--- config.mk ---
export PLATFORM = sky130hd
export DESIGN_NAME = rcp_ctrl
export DESIGN_NICKNAME = d
export VERILOG_FILES = /design/src/hw/rcp_pkg.sv /design/src/hw/rcp_ctrl.sv /design/src/hw/rcp_prediv.sv
export VERILOG_INCLUDE_DIRS = /design/src /design/src/hw
export SDC_FILE = /design/constraint.sdc
export NUM_CORES = 1
export LEC_CHECK = 0
export BUFFER_PORTS_ARGS = -buffer_cell sky130_fd_sc_hd__buf_2
export CAP_MARGIN = 20
export CORE_MARGIN = 2
export CORE_UTILIZATION = 66
export DETAILED_ROUTE_END_ITERATION = 8
export PLACE_DENSITY_LB_ADDON = 0.1
export SKIP_LAST_GASP = 1
export SLEW_MARGIN = 20
export SYNTH_ARGS = -nofsm -noshare
export SYNTH_HDL_FRONTEND = slang
export SYNTH_SLANG_ARGS = --single-unit
export TNS_END_PERCENT = 5
--- constraint.sdc ---
create_clock -name i_clk -period 6.5 [get_ports i_clk]
set_input_delay 0.325 -clock i_clk [delete_from_list [all_inputs] [get_ports i_clk]]
set_output_delay 0.325 -clock i_clk [all_outputs]
set_load 0.02 [all_outputs]
--- src/hw/rcp_defines.svh ---
`ifndef RCP_DEFINES_SVH
`define RCP_DEFINES_SVH
// register offsets on the processor port
`define RCP_OFS_FREQ0 7'h20
`define RCP_OFS_CTRL1 7'h30
`define RCP_OFS_OPMODE 7'h31
`define RCP_OFS_LOOPBW 7'h32
`define RCP_OFS_STATUS 7'h33
`define RCP_OFS_MODE 7'h34
`define RCP_OFS_TRIM_LO 7'h3C
`define RCP_OFS_TRIM_HI 7'h3D
`define RCP_OFS_DIVN_LO 7'h46
`define RCP_OFS_DIVN_HI 7'h47
// field positions
`define RCP_MODE_MSTR_BIT 1
`define RCP_MODE_RATE_BIT 2
`define RCP_CTRL1_FALL_BIT 0
`define RCP_OPMODE_AUTO_BIT 0
// reset values
`define RCP_MODE_RST 8'h00
`define RCP_FREQ_RST 8'h03
`define RCP_CTRL1_RST 8'h00
`define RCP_OPMODE_RST 8'h00
`define RCP_BW_RST 8'h00
`define RCP_TRIM_RST 16'h9999
`define RCP_DIVN_RST 14'h0001
`define RCP_DIVN_MAX 14'h3FFF
// spot frequency codes
`define RCP_SPOT_8K 4'h0
`define RCP_SPOT_T1E1 4'h1
`define RCP_SPOT_648 4'h2
`define RCP_SPOT_1944 4'h3
`define RCP_SPOT_2592 4'h4
`define RCP_SPOT_3888 4'h5
`define RCP_SPOT_5184 4'h6
`define RCP_SPOT_7776 4'h7
// edges per 8 kHz period, minus one
`define RCP_DIV_T1 14'h00C0
`define RCP_DIV_E1 14'h00FF
`define RCP_DIV_648 14'h0329
`define RCP_DIV_1944 14'h097D
`define RCP_DIV_2592 14'h0CA7
`define RCP_DIV_3888 14'h12FB
`define RCP_DIV_5184 14'h194F
`define RCP_DIV_7776 14'h25F7
`endif

--- src/hw/rcp_pkg.sv ---
package rcp_pkg;
	// operating mode, one-hot
	typedef enum logic [2:0] {
		RCP_FREE = 3'b001,
		RCP_LOCK = 3'b010,
		RCP_HOLD = 3'b100
	} rcp_mode_t;
	// processor port pins into the device
	typedef struct packed {
		logic cs_n;
		logic wr_n;
		logic rd_n;
		logic [6:0] addr;
		logic [7:0] data;
	} rcp_upi_in_t;
	// processor port pins out of the device
	typedef struct packed {
		logic [7:0] data;
		logic oe;
		logic rdy;
	} rcp_upi_out_t;
	// per-input frequency setting
	typedef struct packed {
		logic divn;
		logic divide_to_8k_flag;
		logic [1:0] bucket;
		logic [3:0] spot;
	} rcp_freq_cfg_t;
endpackage

--- src/hw/rcp_ctrl.sv ---
// How it works
// free-run: output from local oscillator only
// locked: pick best input, lock to it
// holdover: oscillator held at last good frequency
// master and slave pick the same input
// loop cut-off programmable, 0.1 to 20 Hz
// system feeds a 12.80 MHz master clock
// each trim step adds 0.02 ppm
// trim resets to 39321, no correction
// trim is 16 bits in two bytes
// four reference inputs of any source type
// any port takes any reference type
// mode register bit 2: 1 SONET, 0 SDH
// rate bit seeded from pin at reset
// inputs to 100 MHz, listed spot frequencies
// default compare at the input frequency
// divide_to_8k_flag bit divides input to 8 kHz
// control bit picks 8 kHz locking edge
// divn bit routes input through N+1 divider
// each input enables divn on its own
// divide by N+1, 0 < N < 2^14-1
// software sets spot just below input
`timescale 1ns/1ps
`include "rcp_defines.svh"
module rcp_ctrl #(
	parameter int NREF = 4,
	parameter int NW = 14
) (
	// clock and reset
	input wire logic i_clk,
	input wire logic i_rst,
	// reference pins and straps
	input wire logic [NREF-1:0] i_ref,
	input wire logic i_rate_pin,
	input wire logic i_mst_pin,
	// processor port
	input wire rcp_pkg::rcp_upi_in_t i_upi,
	output rcp_pkg::rcp_upi_out_t o_upi,
	// from quality monitors and partner unit
	input wire logic [NREF-1:0] i_ref_ok,
	input wire logic [1:0] i_partner_sel,
	// to the loop
	output rcp_pkg::rcp_mode_t o_mode,
	output logic [1:0] o_sel_ref,
	output logic o_dpll_evt,
	output logic o_freeze,
	output logic [15:0] o_trim,
	output logic [7:0] o_loop_bw,
	output logic o_sonet,
	output logic o_master
);
	import rcp_pkg::*;

	// register map and selection assume four inputs
	if (NREF != 4 || NW != 14) begin : g_chk
		$error("rcp_ctrl: NREF must be 4 and NW 14");
	end

	localparam int PW = $bits(rcp_upi_in_t) + 2;

	// true when the address hits a frequency setting slot
	function automatic logic freq_hit(input logic [6:0] a);
		return a[6:2] == `RCP_OFS_FREQ0 >> 2;
	endfunction

	// pin synchroniser stages and agreed levels
	logic [PW-1:0] s1_reg, s2_reg, s3_reg, lvl_reg;
	wire logic [PW-1:0] lvl_next;
	rcp_upi_in_t upi;
	wire logic rate_lvl, mst_lvl;

	// bus access state
	logic rd_reg, wr_reg;
	logic [7:0] rdata_reg;
	wire logic rd_act, wr_act, rd_go, wr_go;
	wire logic [6:0] a;
	wire logic [7:0] d;
	wire logic [7:0] rdata_next;

	// configuration registers
	logic [7:0] mode_reg, ctrl1_reg, opmode_reg, bw_reg;
	logic [15:0] trim_reg;
	logic [NW-1:0] divn_reg;
	rcp_freq_cfg_t freq_reg [NREF];
	wire logic [7:0] mode_seed;
	wire logic [NW-1:0] divn_cand;
	wire logic divn_ok;

	// mode control
	rcp_mode_t state_reg, state_next;
	logic [1:0] sel_reg, sel_next;
	logic dpll_evt_reg;
	wire logic auto_en, any_ok;
	wire logic [1:0] best, sel_src;
	wire logic [NREF-1:0] evt;

	// three flops on every pin; stage one feeds only stage two
	always_ff @(posedge i_clk) begin
		s1_reg <= {i_upi, i_rate_pin, i_mst_pin};
		s2_reg <= s1_reg;
		s3_reg <= s2_reg;
		lvl_reg <= lvl_next;
	end

	// per bit: follow stage three once two and three agree
	assign lvl_next = (s2_reg & s3_reg) | (lvl_reg & (s2_reg | s3_reg));
	assign upi = rcp_upi_in_t'(lvl_reg[PW-1:2]);
	assign rate_lvl = lvl_reg[1];
	assign mst_lvl = lvl_reg[0];

	// strobe decode; address and data have settled by now
	assign rd_act = ~upi.cs_n & ~upi.rd_n;
	assign wr_act = ~upi.cs_n & ~upi.wr_n;
	assign rd_go = rd_act & ~rd_reg;
	assign wr_go = wr_act & ~wr_reg;
	assign a = upi.addr;
	assign d = upi.data;

	// read mux; unmapped addresses read as zero
	assign rdata_next =
		freq_hit(a) ? 8'(freq_reg[a[1:0]]) :
		(a == `RCP_OFS_MODE) ? mode_reg :
		(a == `RCP_OFS_CTRL1) ? ctrl1_reg :
		(a == `RCP_OFS_OPMODE) ? opmode_reg :
		(a == `RCP_OFS_LOOPBW) ? bw_reg :
		(a == `RCP_OFS_STATUS) ? {state_reg, sel_reg, any_ok, 2'h0} :
		(a == `RCP_OFS_TRIM_LO) ? trim_reg[7:0] :
		(a == `RCP_OFS_TRIM_HI) ? trim_reg[15:8] :
		(a == `RCP_OFS_DIVN_LO) ? divn_reg[7:0] :
		(a == `RCP_OFS_DIVN_HI) ? {2'h0, divn_reg[13:8]} : 8'h00;

	// access tracking; read data captured at the strobe start
	always_ff @(posedge i_clk) begin
		if (i_rst) begin
			rd_reg <= 1'b0;
			wr_reg <= 1'b0;
			rdata_reg <= 8'h00;
		end else begin
			rd_reg <= rd_act;
			wr_reg <= wr_act;
			if (rd_go)
				rdata_reg <= rdata_next;
		end
	end

	// straps give the reset value of rate and master bits
	assign mode_seed = `RCP_MODE_RST
		| ({7'h00, rate_lvl} << `RCP_MODE_RATE_BIT)
		| ({7'h00, mst_lvl} << `RCP_MODE_MSTR_BIT);

	// ratio of zero or all ones lies outside 0 < N < 2^14-1 and is refused
	assign divn_cand = (a == `RCP_OFS_DIVN_LO) ?
		{divn_reg[13:8], d} : {d[5:0], divn_reg[7:0]};
	assign divn_ok = (divn_cand != '0) &&
		(divn_cand < `RCP_DIVN_MAX);

	// global configuration writes
	always_ff @(posedge i_clk) begin
		if (i_rst) begin
			mode_reg <= mode_seed;
			ctrl1_reg <= `RCP_CTRL1_RST;
			opmode_reg <= `RCP_OPMODE_RST;
			bw_reg <= `RCP_BW_RST;
			trim_reg <= `RCP_TRIM_RST;
			divn_reg <= `RCP_DIVN_RST;
		end else if (wr_go) begin
			if (a == `RCP_OFS_MODE)
				mode_reg <= d;
			if (a == `RCP_OFS_CTRL1)
				ctrl1_reg <= d;
			if (a == `RCP_OFS_OPMODE)
				opmode_reg <= d;
			if (a == `RCP_OFS_LOOPBW)
				bw_reg <= d;
			if (a == `RCP_OFS_TRIM_LO)
				trim_reg[7:0] <= d;
			if (a == `RCP_OFS_TRIM_HI)
				trim_reg[15:8] <= d;
			if ((a == `RCP_OFS_DIVN_LO || a == `RCP_OFS_DIVN_HI)
				&& divn_ok)
				divn_reg <= divn_cand;
		end
	end

	// one identical lane per reference input
	for (genvar i = 0; i < NREF; i++) begin : g_ref
		always_ff @(posedge i_clk) begin
			if (i_rst)
				freq_reg[i] <= rcp_freq_cfg_t'(`RCP_FREQ_RST);
			else if (wr_go && freq_hit(a) && a[1:0] == 2'(i))
				freq_reg[i] <= rcp_freq_cfg_t'(d);
		end

		rcp_prediv #(
			.NW(NW)
		) u_prediv (
			.i_clk(i_clk),
			.i_rst(i_rst),
			.i_ref(i_ref[i]),
			.i_cfg(freq_reg[i]),
			.i_sonet(mode_reg[`RCP_MODE_RATE_BIT]),
			.i_fall(ctrl1_reg[`RCP_CTRL1_FALL_BIT]),
			.i_divn(divn_reg),
			.o_evt(evt[i])
		);
	end

	// lowest index among healthy inputs wins
	assign auto_en = opmode_reg[`RCP_OPMODE_AUTO_BIT];
	assign any_ok = |i_ref_ok;
	assign best = i_ref_ok[0] ? 2'd0 : i_ref_ok[1] ? 2'd1 :
		i_ref_ok[2] ? 2'd2 : 2'd3;
	// a slave copies the master's choice to stay aligned
	assign sel_src = mode_reg[`RCP_MODE_MSTR_BIT] ?
		best : i_partner_sel;

	// mode transitions
	always_comb begin
		state_next = state_reg;
		unique case (state_reg)
			RCP_FREE: begin
				if (auto_en && any_ok)
					state_next = RCP_LOCK;
			end
			RCP_LOCK: begin
				if (!auto_en)
					state_next = RCP_FREE;
				else if (!any_ok)
					state_next = RCP_HOLD;
			end
			RCP_HOLD: begin
				if (!auto_en)
					state_next = RCP_FREE;
				else if (any_ok)
					state_next = RCP_LOCK;
			end
			default: state_next = RCP_FREE;
		endcase
	end

	// selection only moves while locked; holdover keeps the last
	assign sel_next = (state_next == RCP_LOCK) ? sel_src : sel_reg;

	// mode state and the phase event handed to the loop
	always_ff @(posedge i_clk) begin
		if (i_rst) begin
			state_reg <= RCP_FREE;
			sel_reg <= 2'd0;
			dpll_evt_reg <= 1'b0;
		end else begin
			state_reg <= state_next;
			sel_reg <= sel_next;
			// no reference reaches the loop outside locked mode
			dpll_evt_reg <= (state_reg == RCP_LOCK) & evt[sel_reg];
		end
	end

	// outputs, all from registers
	assign o_mode = state_reg;
	assign o_sel_ref = sel_reg;
	assign o_dpll_evt = dpll_evt_reg;
	assign o_freeze = (state_reg == RCP_HOLD);
	assign o_trim = trim_reg;
	assign o_loop_bw = bw_reg;
	assign o_sonet = mode_reg[`RCP_MODE_RATE_BIT];
	assign o_master = mode_reg[`RCP_MODE_MSTR_BIT];
	assign o_upi.data = rdata_reg;
	assign o_upi.oe = rd_reg;
	assign o_upi.rdy = rd_reg | wr_reg;
endmodule

--- src/hw/rcp_prediv.sv ---
`timescale 1ns/1ps
`include "rcp_defines.svh"
module rcp_prediv #(
	parameter int NW = 14
) (
	// clock and reset
	input wire logic i_clk,
	input wire logic i_rst,
	// reference pin
	input wire logic i_ref,
	// configuration
	input wire rcp_pkg::rcp_freq_cfg_t i_cfg,
	input wire logic i_sonet,
	input wire logic i_fall,
	input wire logic [NW-1:0] i_divn,
	// phase comparison event
	output logic o_evt
);
	import rcp_pkg::*;

	// the 8 kHz ratio table needs the full divider width
	if (NW < 14) begin : g_chk
		$error("rcp_prediv: NW below 14");
	end

	// edges to count for one 8 kHz period, minus one
	function automatic logic [NW-1:0] spot_ratio(
		input logic [3:0] spot, input logic son);
		logic [13:0] r;
		r = '0;
		case (spot)
			`RCP_SPOT_T1E1: r = son ? `RCP_DIV_T1 : `RCP_DIV_E1;
			`RCP_SPOT_648: r = `RCP_DIV_648;
			`RCP_SPOT_1944: r = `RCP_DIV_1944;
			`RCP_SPOT_2592: r = `RCP_DIV_2592;
			`RCP_SPOT_3888: r = `RCP_DIV_3888;
			`RCP_SPOT_5184: r = `RCP_DIV_5184;
			`RCP_SPOT_7776: r = `RCP_DIV_7776;
			default: r = '0; // 8k and below pass as is
		endcase
		return NW'(r);
	endfunction

	logic s1_reg, s2_reg, s3_reg, lvl_reg, evt_reg;
	logic [NW-1:0] cnt_reg;
	wire logic lvl_next, rise, fall, edge_hit, at_lim;
	wire logic [NW-1:0] limit;

	// three-stage pin synchroniser, free running
	always_ff @(posedge i_clk) begin
		s1_reg <= i_ref;
		s2_reg <= s1_reg;
		s3_reg <= s2_reg;
	end

	// a change counts once stages two and three agree
	assign lvl_next = (s2_reg == s3_reg) ? s3_reg : lvl_reg;
	assign rise = lvl_next & ~lvl_reg;
	assign fall = ~lvl_next & lvl_reg;
	// edge choice only matters while divide_to_8k_flag is set
	assign edge_hit = (i_cfg.divide_to_8k_flag & i_fall) ? fall : rise;
	// divn overrides the table; zero limit is the direct path
	assign limit = i_cfg.divn ? i_divn :
		(i_cfg.divide_to_8k_flag ? spot_ratio(i_cfg.spot, i_sonet) : '0);
	assign at_lim = (cnt_reg >= limit);

	// count edges, one event per ratio+1 edges
	always_ff @(posedge i_clk) begin
		if (i_rst) begin
			lvl_reg <= 1'b0;
			cnt_reg <= '0;
			evt_reg <= 1'b0;
		end else begin
			lvl_reg <= lvl_next;
			evt_reg <= edge_hit & at_lim;
			if (edge_hit)
				cnt_reg <= at_lim ? '0 : NW'(cnt_reg + 1'b1);
		end
	end

	assign o_evt = evt_reg;
endmodule

### Yosys cells after proc, flatten, opt, wreduce, memory -nomap -nowiden

Memories as Yosys holds them, arrays and structs flattened. A register that Yosys moved wholly into a read port is not among the register bits.
Index checks and enable logic that the tools add are counted.

* $add $sub $neg: 4
* magnitude comparators: 6
* equal/unequal tests: 49
* mux-type cells: 69
* bitwise gates (word level): 44
* reduce and logical (&&, ||, !) cells: 21

Operator list (count)
* 14-bit one-hot mux with 7 select lines: 4
* 14-bit two-way mux: 13
* 8-bit two-way mux: 16
* 4-bit by 3-bit == test with 1-bit output, second input constant: 16
* 14-bit by 1-bit adder with 14-bit output, second input constant: 4
* 14-bit greater-or-equal comparator: 4
* 7-bit by 6-bit == test with 1-bit output, second input constant: 7
* 20-bit AND: 2
* 20-bit bitwise OR: 2
* 4-bit by 2-bit == test with 1-bit output, second input constant: 8
* 1-bit two-way mux: 24
* 1-bit AND: 21
* 4-bit by 1-bit == test with 1-bit output, second input constant: 4
* 3-bit two-way mux: 5
* 7-bit == test, second input constant: 2
* 14-bit < comparator, second input constant: 1
* 2-bit AND reduction: 7
* 14-bit nonzero test: 1
* 1-bit inverter: 13
* 6-bit two-way mux: 2
* 3-bit one-hot mux with 3 select lines: 1
* 1-bit logical AND: 8
* 3-bit by 2-bit == test with 1-bit output, second input constant: 2
* 2-bit two-way mux: 3
* other kinds (14): 23

* register bits after elaboration: 234
* RAM bits: 32
* bits of input ports: 32
* word-level logic and storage cells: 235
* memories: 1

Memory list
* freq_reg: words 4, width 8, rd ports 5, clocked after memory_dff 1, write ports 4, line rcp_ctrl.sv:84 `rcp_freq_cfg_t freq_reg [NREF];`

### Longest topological paths before layout

Gate-level depths: netlist of run 1.

* word-level depth: 11
* depth in mapped cells: 13
* mapped depth without buffers: 11

### Hierarchy

A second synthesis of run 1 with hierarchy kept.

* cell total of the unflattened synthesis: 1315
* area, all modules: 12704.7 um^2

By module, submodules not included
* rcp_ctrl: times used 1, cells an instance 641, area each 7274.5 um^2, seq. area each 4204.0 um^2
* rcp_prediv (g_ref[0].u_prediv ...): times used 2, cells an instance 168, area each 1358.8 um^2, seq. area each 380.4 um^2
* rcp_prediv (g_ref[2].u_prediv): times used 1, cells an instance 172, area each 1368.8 um^2, seq. area each 380.4 um^2
* rcp_prediv (g_ref[3].u_prediv): times used 1, cells an instance 166, area each 1343.8 um^2, seq. area each 380.4 um^2

### Least setup slack after synthesis of run 1

Ideal clock, no wire load.

* kind: register -> register
* from: memory freq_reg[1][7] (netlist name)
* to: register g_ref[1].u_prediv.cnt_reg[3]
* library setup time: 133 ps
* arrival time: 2694 ps
* path slack: 3673 ps
* cell stages (with the launch flop): 14
* buffers on the path: 3
* period minus slack after synthesis: 2827 ps
* cell sequence: edfxtp_1 -> clkbuf_1 -> nor3b_1 -> clkbuf_1 -> nand2_1 -> nor2_1 -> a211oi_1 -> ha_1 -> nand4_1 -> nor4_1 -> a2111oi_2 -> a21oi_1 -> buf_2 -> nor3_1

RTL lines
* start, declared: line rcp_ctrl.sv:84
* end signal, assigned: line rcp_prediv.sv:77 `cnt_reg <= at_lim ? '0 : NW'(cnt_reg + 1'b1);`
* end, declared: line rcp_prediv.sv:45 `logic [NW-1:0] cnt_reg;`

==> results.ini, run 1 <==
[yosys]
main_area_contributors_after_synthesis = dfxtp_1 36%, edfxtp_1 9.5%, ha_1 5.9%, mux2i_1 4.5%, nor2_1 3.5%
yosysWarningCount = 0
post_synth_num_cell_types = 80
synth_ff_type = dfxtp_1
syn-instance-count = 1311
synth_enable_flop_cells = 40
synth_top_area_share_pct = 35.6
synth_area_mm2 = 0.0127
synth.yosys.seq_area_share_pct = 45.1
ys_top_cells_by_count = 226 x dfxtp_1, 117 x nor2_1, 107 x nand2_1, 75 x a21oi_1, 73 x nor3_1
post-synth-top-area-cell = dfxtp_1
async_reset_ff_share_pct = 0
yosys_register_bits = 266
postSynthAreaPerCell_um2 = 9.69
synth.most_common_cell = dfxtp_1
synth_nets = 1403

[global_route]
grtUsageMet3_pct = 5.43
globalRouteMet2Util_pct = 53.4
first_global_vias = 9885
grt_max_degree = 79
grt.total_usage_pct = 32.1
grt-ovfl-total = 0
grt_pass1_wl_um = 51600
global_route.usage.met1_pct = 42.6
initial_antenna_violation_count = 1
grt_busiest_layer = met2

[timing]
setup_ws_ps = 2770
fmax_ghz = 0.268
tightestPinTransition_ps = 1060
totalNegativeSetupSlack_ps = 0
period_needed_ps = 3730
max_slew_margin_pct = 29.0
whs_ps = 133
report.final.hold_viol_count = 0
finalClockSkew_ps = 8.22
final-max-slew-violation-count = 0
unrepaired_setup_endpoints_after_global_routing = false
final.period_utilization_pct = 57.5
finalSetupViolations = 0

[clocking]
cts_sinks = 266
cts_tree = built
cts_made_buffers = 26
cts.path.max_buffers = 3
cts.repair_timing.setup_buffer_count = 0
cts_htree_levels = 1
cts.reportedPaths.clkPinSlew_ps = 60
worstSkewPairLatency_ps = 540
post_cts_resized = 0
clk_root_buf = clkbuf_16

[routing]
drc = 0
drt_pre_antenna_iters = 6
detail_route.wl_per_cell_um = 20.2
routed_wl_um = 32600
routed-via-count = 10264
route.antenna.remaining_nets = 0
detailedRoute.firstIterationViolations = 1061
post_drt_via_cell_ratio = 6.37

[worst_hold_path]
instance_count_along_the_most_critical_hold_path = 3
worstHoldEndpoint = o_mode[2]
hold_class = input port to flop
hold_path.startpoint = i_ref_ok[3]

[run_status]
run_status = completed

[die]
floorplan.initialDensity_pct = 67.7
floorplan.io_pins = 75
core.rowCount = 50
die_height_um = 143
floorplan.die.width_um = 143
core_outline_area_mm2 = 0.0188
die_area_mm2 = 0.0204

[worst_setup_path]
end_kind = flop
path_class = flop to flop
timing.critical_path.arrival_ps = 4120
r2r-start = freq_reg[0][7]
reg2reg_setup_slack_ps = 2770
r2r-end = g_ref[0].u_prediv.cnt_reg[13]
r2r_cells = 10
worst_setup_path_start_kind = flop
critPathMaxFanout = 18
worstPathRequired_ps = 6880

[cells_and_area]
layout_area_overhead_pct = 12.0
finalNetCount = 1450
final.fill_count = 1310
antenna_cells = 0
drive_gt1_share_pct = 12.8
flip_flop_count_of_the_largest_register_after_layout = 56
multi_input_comb_area_mm2 = 0.00650
final-seq-area_mm2 = 0.00573

[placement]
dp_hpwl_um = 21700
dp_slack_ps = 2420
buffer_ports.inserted = 74
place_congestion = 0.898

[power]
internal-power_mw = 2.79
power_frac_seq_pct = 49.3
max_ir_drop_vdd_mv = 0.257
share_clk_of_total_power_pct = 43.5
power_density_mw_per_mm2 = 258
total_leakage_power_nw = 5.70
sw_ratio_pct = 24.0
p_switching_uw = 881
p_comb_share_pct = 7.2

[run]
drv.max_cap_violation_count = 0

## metrics by stage
step,utilization [%],total power [mW],cell area [µm²],std cells
global route,75.8,3.78,14200,1612
detailed placement,69.5,2.09,13000,1540
finish,75.8,3.67,14200,1612
floorplan,-,2.00,12700,1311
CTS,75.7,3.68,14200,1612
global placement,69.5,2.08,13000,1540
## layer usage
layer  vias up  part of all wire [%]
met5         -                 0.064
met4         2                   3.5
met3        83                   7.8
met2       427                    47
met1      4869                    41
li1       4883                     -
## area by class of cell
class	instances	area share, %
well taps	234	2.06
multi-input cells	932	45.7
clock buffers	36	5.20
repair buffers	108	4.84
clock inverters	12	1.28
flip-flops and latches	266	40.3
inverters	24	0.633
## cell families (layout without fill, tap and decap cells)
group,after synthesis,count (layout),share of synthesized area [%]
adders and majority gates,80,80,7.49
xor gates and xnor gates,57,57,3.93
AOI/OAI and AO/OA,225,225,11.7
buffers and inverters,113,180,3.86
DFF,266,266,45.1
and+or+nand+nor,498,498,21.1
muxes,72,72,6.89
## worst max-delay path, cell delays in order (launching register included)
cell	delay, ps
edfxtp_1	620
nor3b_2	610
o21ai_0	170
nor2_1	210
a211oi_1	80
ha_1	330
nand4_1	120
nor4_1	390
a2111oi_2	120
a21oi_1	810
nor3_1	110
## power by group through the flow
| stage | Clock [mW] | Sequential, mW | Combinational, mW |
|---|---|---|---|
| 2_1_floorplan | 0 | 1.80 | 0.206 |
| 3_3_place_gp | 0 | 1.84 | 0.238 |
| 3_5_place_dp | 0 | 1.85 | 0.245 |
| 4_1_cts | 1.62 | 1.81 | 0.258 |
| 5_1_grt | 1.68 | 1.82 | 0.285 |
| 6_report | 1.60 | 1.81 | 0.263 |
## cell usage in the layout (no fill, tap or decap), types with 40 or more instances in the layout
master and instances:
dfxtp_1 225, o21ai_0 46, nand3_1 41, nor2_1 117, a21oi_1 75, buf_2 73
nor3_1 73, nand2_1 107, mux2i_1 57, edfxtp_1 40, ha_1 60
## repair_timing
item	CTS	global route
hold buffers	24	0
hold endpoints to repair	24	0
setup endpoints to repair	0	0
## worst max path at each step
| stage | start | endpoint | slack, ps | cells after the start |
|---|---|---|---|---|
| 2_1_floorplan | freq_reg[1][7] | g_ref[1].u_prediv.cnt_reg[3] | 3670 | 13 |
| 3_3_place_gp | freq_reg[1][7] | g_ref[1].u_prediv.cnt_reg[2] | 2520 | 10 |
| 3_5_place_dp | freq_reg[1][7] | g_ref[1].u_prediv.cnt_reg[4] | 2420 | 10 |
| 4_1_cts | freq_reg[1][7] | g_ref[1].u_prediv.cnt_reg[6] | 2380 | 10 |
| 5_1_grt | freq_reg[1][7] | g_ref[1].u_prediv.cnt_reg[3] | 2420 | 10 |
| 6_report | freq_reg[0][7] | g_ref[0].u_prediv.cnt_reg[13] | 2770 | 10 |
(Power assumes the default switching activity.)
==> run 2: changes to the inputs <==
--- a/config.mk
+++ b/config.mk
@@ -9,7 +9,7 @@
 export BUFFER_PORTS_ARGS = -buffer_cell sky130_fd_sc_hd__buf_2
 export CAP_MARGIN = 20
 export CORE_MARGIN = 2
-export CORE_UTILIZATION = 66
+export CORE_UTILIZATION = 55
 export DETAILED_ROUTE_END_ITERATION = 8
 export PLACE_DENSITY_LB_ADDON = 0.1
 export SKIP_LAST_GASP = 1
==> constraint.sdc (replaced) <==
create_clock -name i_clk -period 3.3 [get_ports i_clk]
set_input_delay 0.165 -clock i_clk [delete_from_list [all_inputs] [get_ports i_clk]]
set_output_delay 0.165 -clock i_clk [all_outputs]
set_load 0.02 [all_outputs]
==> run 2 against run 1 <==
  * First-iteration DRC count rose by 11%
  * Maximum frequency grew 26%
  * Clock power up 98%
  * Hold slack lost 120 ps
  * Worst setup slack got worse by 2400 ps
==> results.ini, run 2 (same netlist as run 1, synthesis figures left out) <==
[run_status]
run_status = completed  ; unchanged

[worst_hold_path]
hold_class = input port to flop  ; unchanged
instance_count_along_the_most_critical_hold_path = 4  ; was 3

[timing]
final.period_utilization_pct = 89.8  ; was 57.5%
period_needed_ps = 2960  ; was 3730 ps
final-max-slew-violation-count = 0  ; unchanged
report.final.hold_viol_count = 0  ; unchanged
tightestPinTransition_ps = 957  ; was 1060 ps
fmax_ghz = 0.338  ; was 0.268 GHz
finalClockSkew_ps = 19.0  ; was 8.22 ps
unrepaired_setup_endpoints_after_global_routing = false  ; unchanged
totalNegativeSetupSlack_ps = 0  ; unchanged
max_slew_margin_pct = 36.2  ; was 29.0%
finalSetupViolations = 0  ; unchanged

[power]
fin_total_pwr_mw = 7.30  ; was 3.67 mW
max_ir_drop_vdd_mv = 0.529  ; was 0.257 mV
total_leakage_power_nw = 5.90  ; was 5.70 nW
power_density_mw_per_mm2 = 500  ; was 258 mW/mm²

[clocking]
cts_tree = built  ; unchanged
cts_htree_levels = 1  ; unchanged
cts_made_buffers = 28  ; was 26
clk_root_buf = clkbuf_16  ; unchanged
cts.reportedPaths.clkPinSlew_ps = 60  ; about the same
cts_sinks = 266  ; unchanged
cts.repair_timing.setup_buffer_count = 0  ; unchanged
cts.path.max_buffers = 3  ; unchanged
worstSkewPairLatency_ps = 550  ; was 540 ps

[run]
drv.max_cap_violation_count = 0  ; unchanged

[cells_and_area]
finalNetCount = 1491  ; was 1450
drive_gt1_share_pct = 15.1  ; was 12.8%
flip_flop_count_of_the_largest_register_after_layout = 56  ; unchanged
final.fill_count = 1845  ; was 1310
antenna_cells = 0  ; unchanged
layout_area_overhead_pct = 14.9  ; was 12.0%
most_frequent_cells_in_the_layout = 225 x dfxtp_1, 117 x nor2_1, 107 x nand2_1  ; unchanged
layout_commonest_cell = dfxtp_1  ; unchanged

[die]
floorplan.initialDensity_pct = 56.1  ; was 67.7%
core_outline_area_mm2 = 0.0226  ; was 0.0188 mm²
core.rowCount = 55  ; was 50
floorplan.io_pins = 75  ; unchanged
floorplan.die.width_um = 156  ; was 143 µm
die_height_um = 156  ; was 143 µm
die_area_mm2 = 0.0243  ; was 0.0204 mm²

[worst_setup_path]
worstPathRequired_ps = 3750  ; was 6880 ps
timing.critical_path.arrival_ps = 3410  ; was 4120 ps
worst_path_largest_cell_delay_ps = 460  ; was 810 ps
reg2reg_setup_slack_ps = 340  ; was 2770 ps
path_class = flop to flop  ; unchanged
end_kind = flop  ; unchanged
slowest_stage = edfxtp_1  ; was a21oi_1
worst_setup_path_start_kind = flop  ; unchanged
crit_path_cell_trace = nor3b_1 -> nand2_1 -> nor2_1 -> a211oi_1 -> ha_1 -> nand4_1 -> nor4_1 -> a2111oi_2 -> a21oi_1 -> buf_4 -> nor3_1  ; was nor3b_2 -> o21ai_0 -> nor2_1 -> a211oi_1 -> ha_1 -> nand4_1 -> nor4_1 -> a2111oi_2 -> a21oi_1 -> nor3_1
critPathMaxFanout = 13  ; was 18
r2r_cells = 11  ; was 10

[routing]
routed-via-count = 10410  ; was 10264
post_drt_via_cell_ratio = 6.11  ; was 6.37
detailedRoute.firstIterationViolations = 1174  ; was 1061
routed_wl_um = 34000  ; was 32600 µm
route.antenna.remaining_nets = 0  ; unchanged
drc = 0  ; unchanged
drt_pre_antenna_iters = 6  ; unchanged
detail_route.wl_per_cell_um = 20.0  ; was 20.2 µm

[global_route]
grt-ovfl-total = 0  ; unchanged
grt_pass1_wl_um = 53600  ; was 51600 µm
grt_max_degree = 85  ; was 79
initial_antenna_violation_count = 0  ; was 1
first_global_vias = 9768  ; was 9885
grt.total_usage_pct = 27.9  ; was 32.1%

[placement]
place_congestion = 0.906  ; was 0.898
buffer_ports.inserted = 74  ; unchanged
dp_hpwl_um = 23900  ; was 21700 µm

-- run 2: power breakdown --
part | total, mW | switching, mW | internal [mW]
Combinational | 0.619 | 0.382 | 0.237
Clock | 3.17 | 1.32 | 1.86
Sequential | 3.51 | 0.102 | 3.40
-- run 2: area by class of cell --
type	instances	area, µm²	area share (%)
Sequential cell	266	5730	39.2
Clock inverter	11	98.8	0.677
Multi-Input combinational cell	932	6500	44.5
Timing Repair Buffer	147	988	6.77
Clock buffer	40	840	5.75
Tap cell	285	357	2.44
Inverter	24	90.1	0.617
-- run 2: routing by layer --
metal,up-vias,global-route usage (%),share of wire [%]
met5,-,0,0
met4,0,9.26,3.4
met2,411,44.4,45
li1,4973,-,-
met3,80,4.83,7.1
met1,4946,38.8,44
-- run 2: path summary, 6_finish.rpt --
path / start / endpoint
worst max-delay path: freq_reg[0][6] / g_ref[0].u_prediv.cnt_reg[7]
worst min-delay path: i_partner_sel[0] / o_sel_ref[0]
worst max register to register: freq_reg[0][6] / g_ref[0].u_prediv.cnt_reg[7]
worst min register to register: g_ref[2].u_prediv.s1_reg / g_ref[2].u_prediv.s2_reg
-- run 2: through the flow --
step	setup WS [ps]	utilization, %	area, µm²	cells	hold WS [ps]
after floorplan	473	-	12700	1311	193
after global placement	287	59.1	13400	1627	267
after detailed placement	203	59.1	13400	1627	269
after CTS	204	64.4	14600	1705	7.11
after global routing	77.7	64.5	14600	1705	36.1
final	337	64.5	14600	1705	12.8
-- run 2: what timing repair did --
item / 4_1_cts / 5_1_grt
endpoints found under the hold margin: 26 / 0
endpoints found under the setup margin: 0 / 13
gates resized for setup: 0 / 1
hold buffers: 27 / 0
-- run 2: worst max-delay path: cells and delay by family (launching register included) --
family	cells	cell delay, ps
DFF	1	460
buffers and inverters	1	210
AOI/OAI and AO/OA	3	690
and+or+nand+nor	6	1210
adders and majority gates	1	310
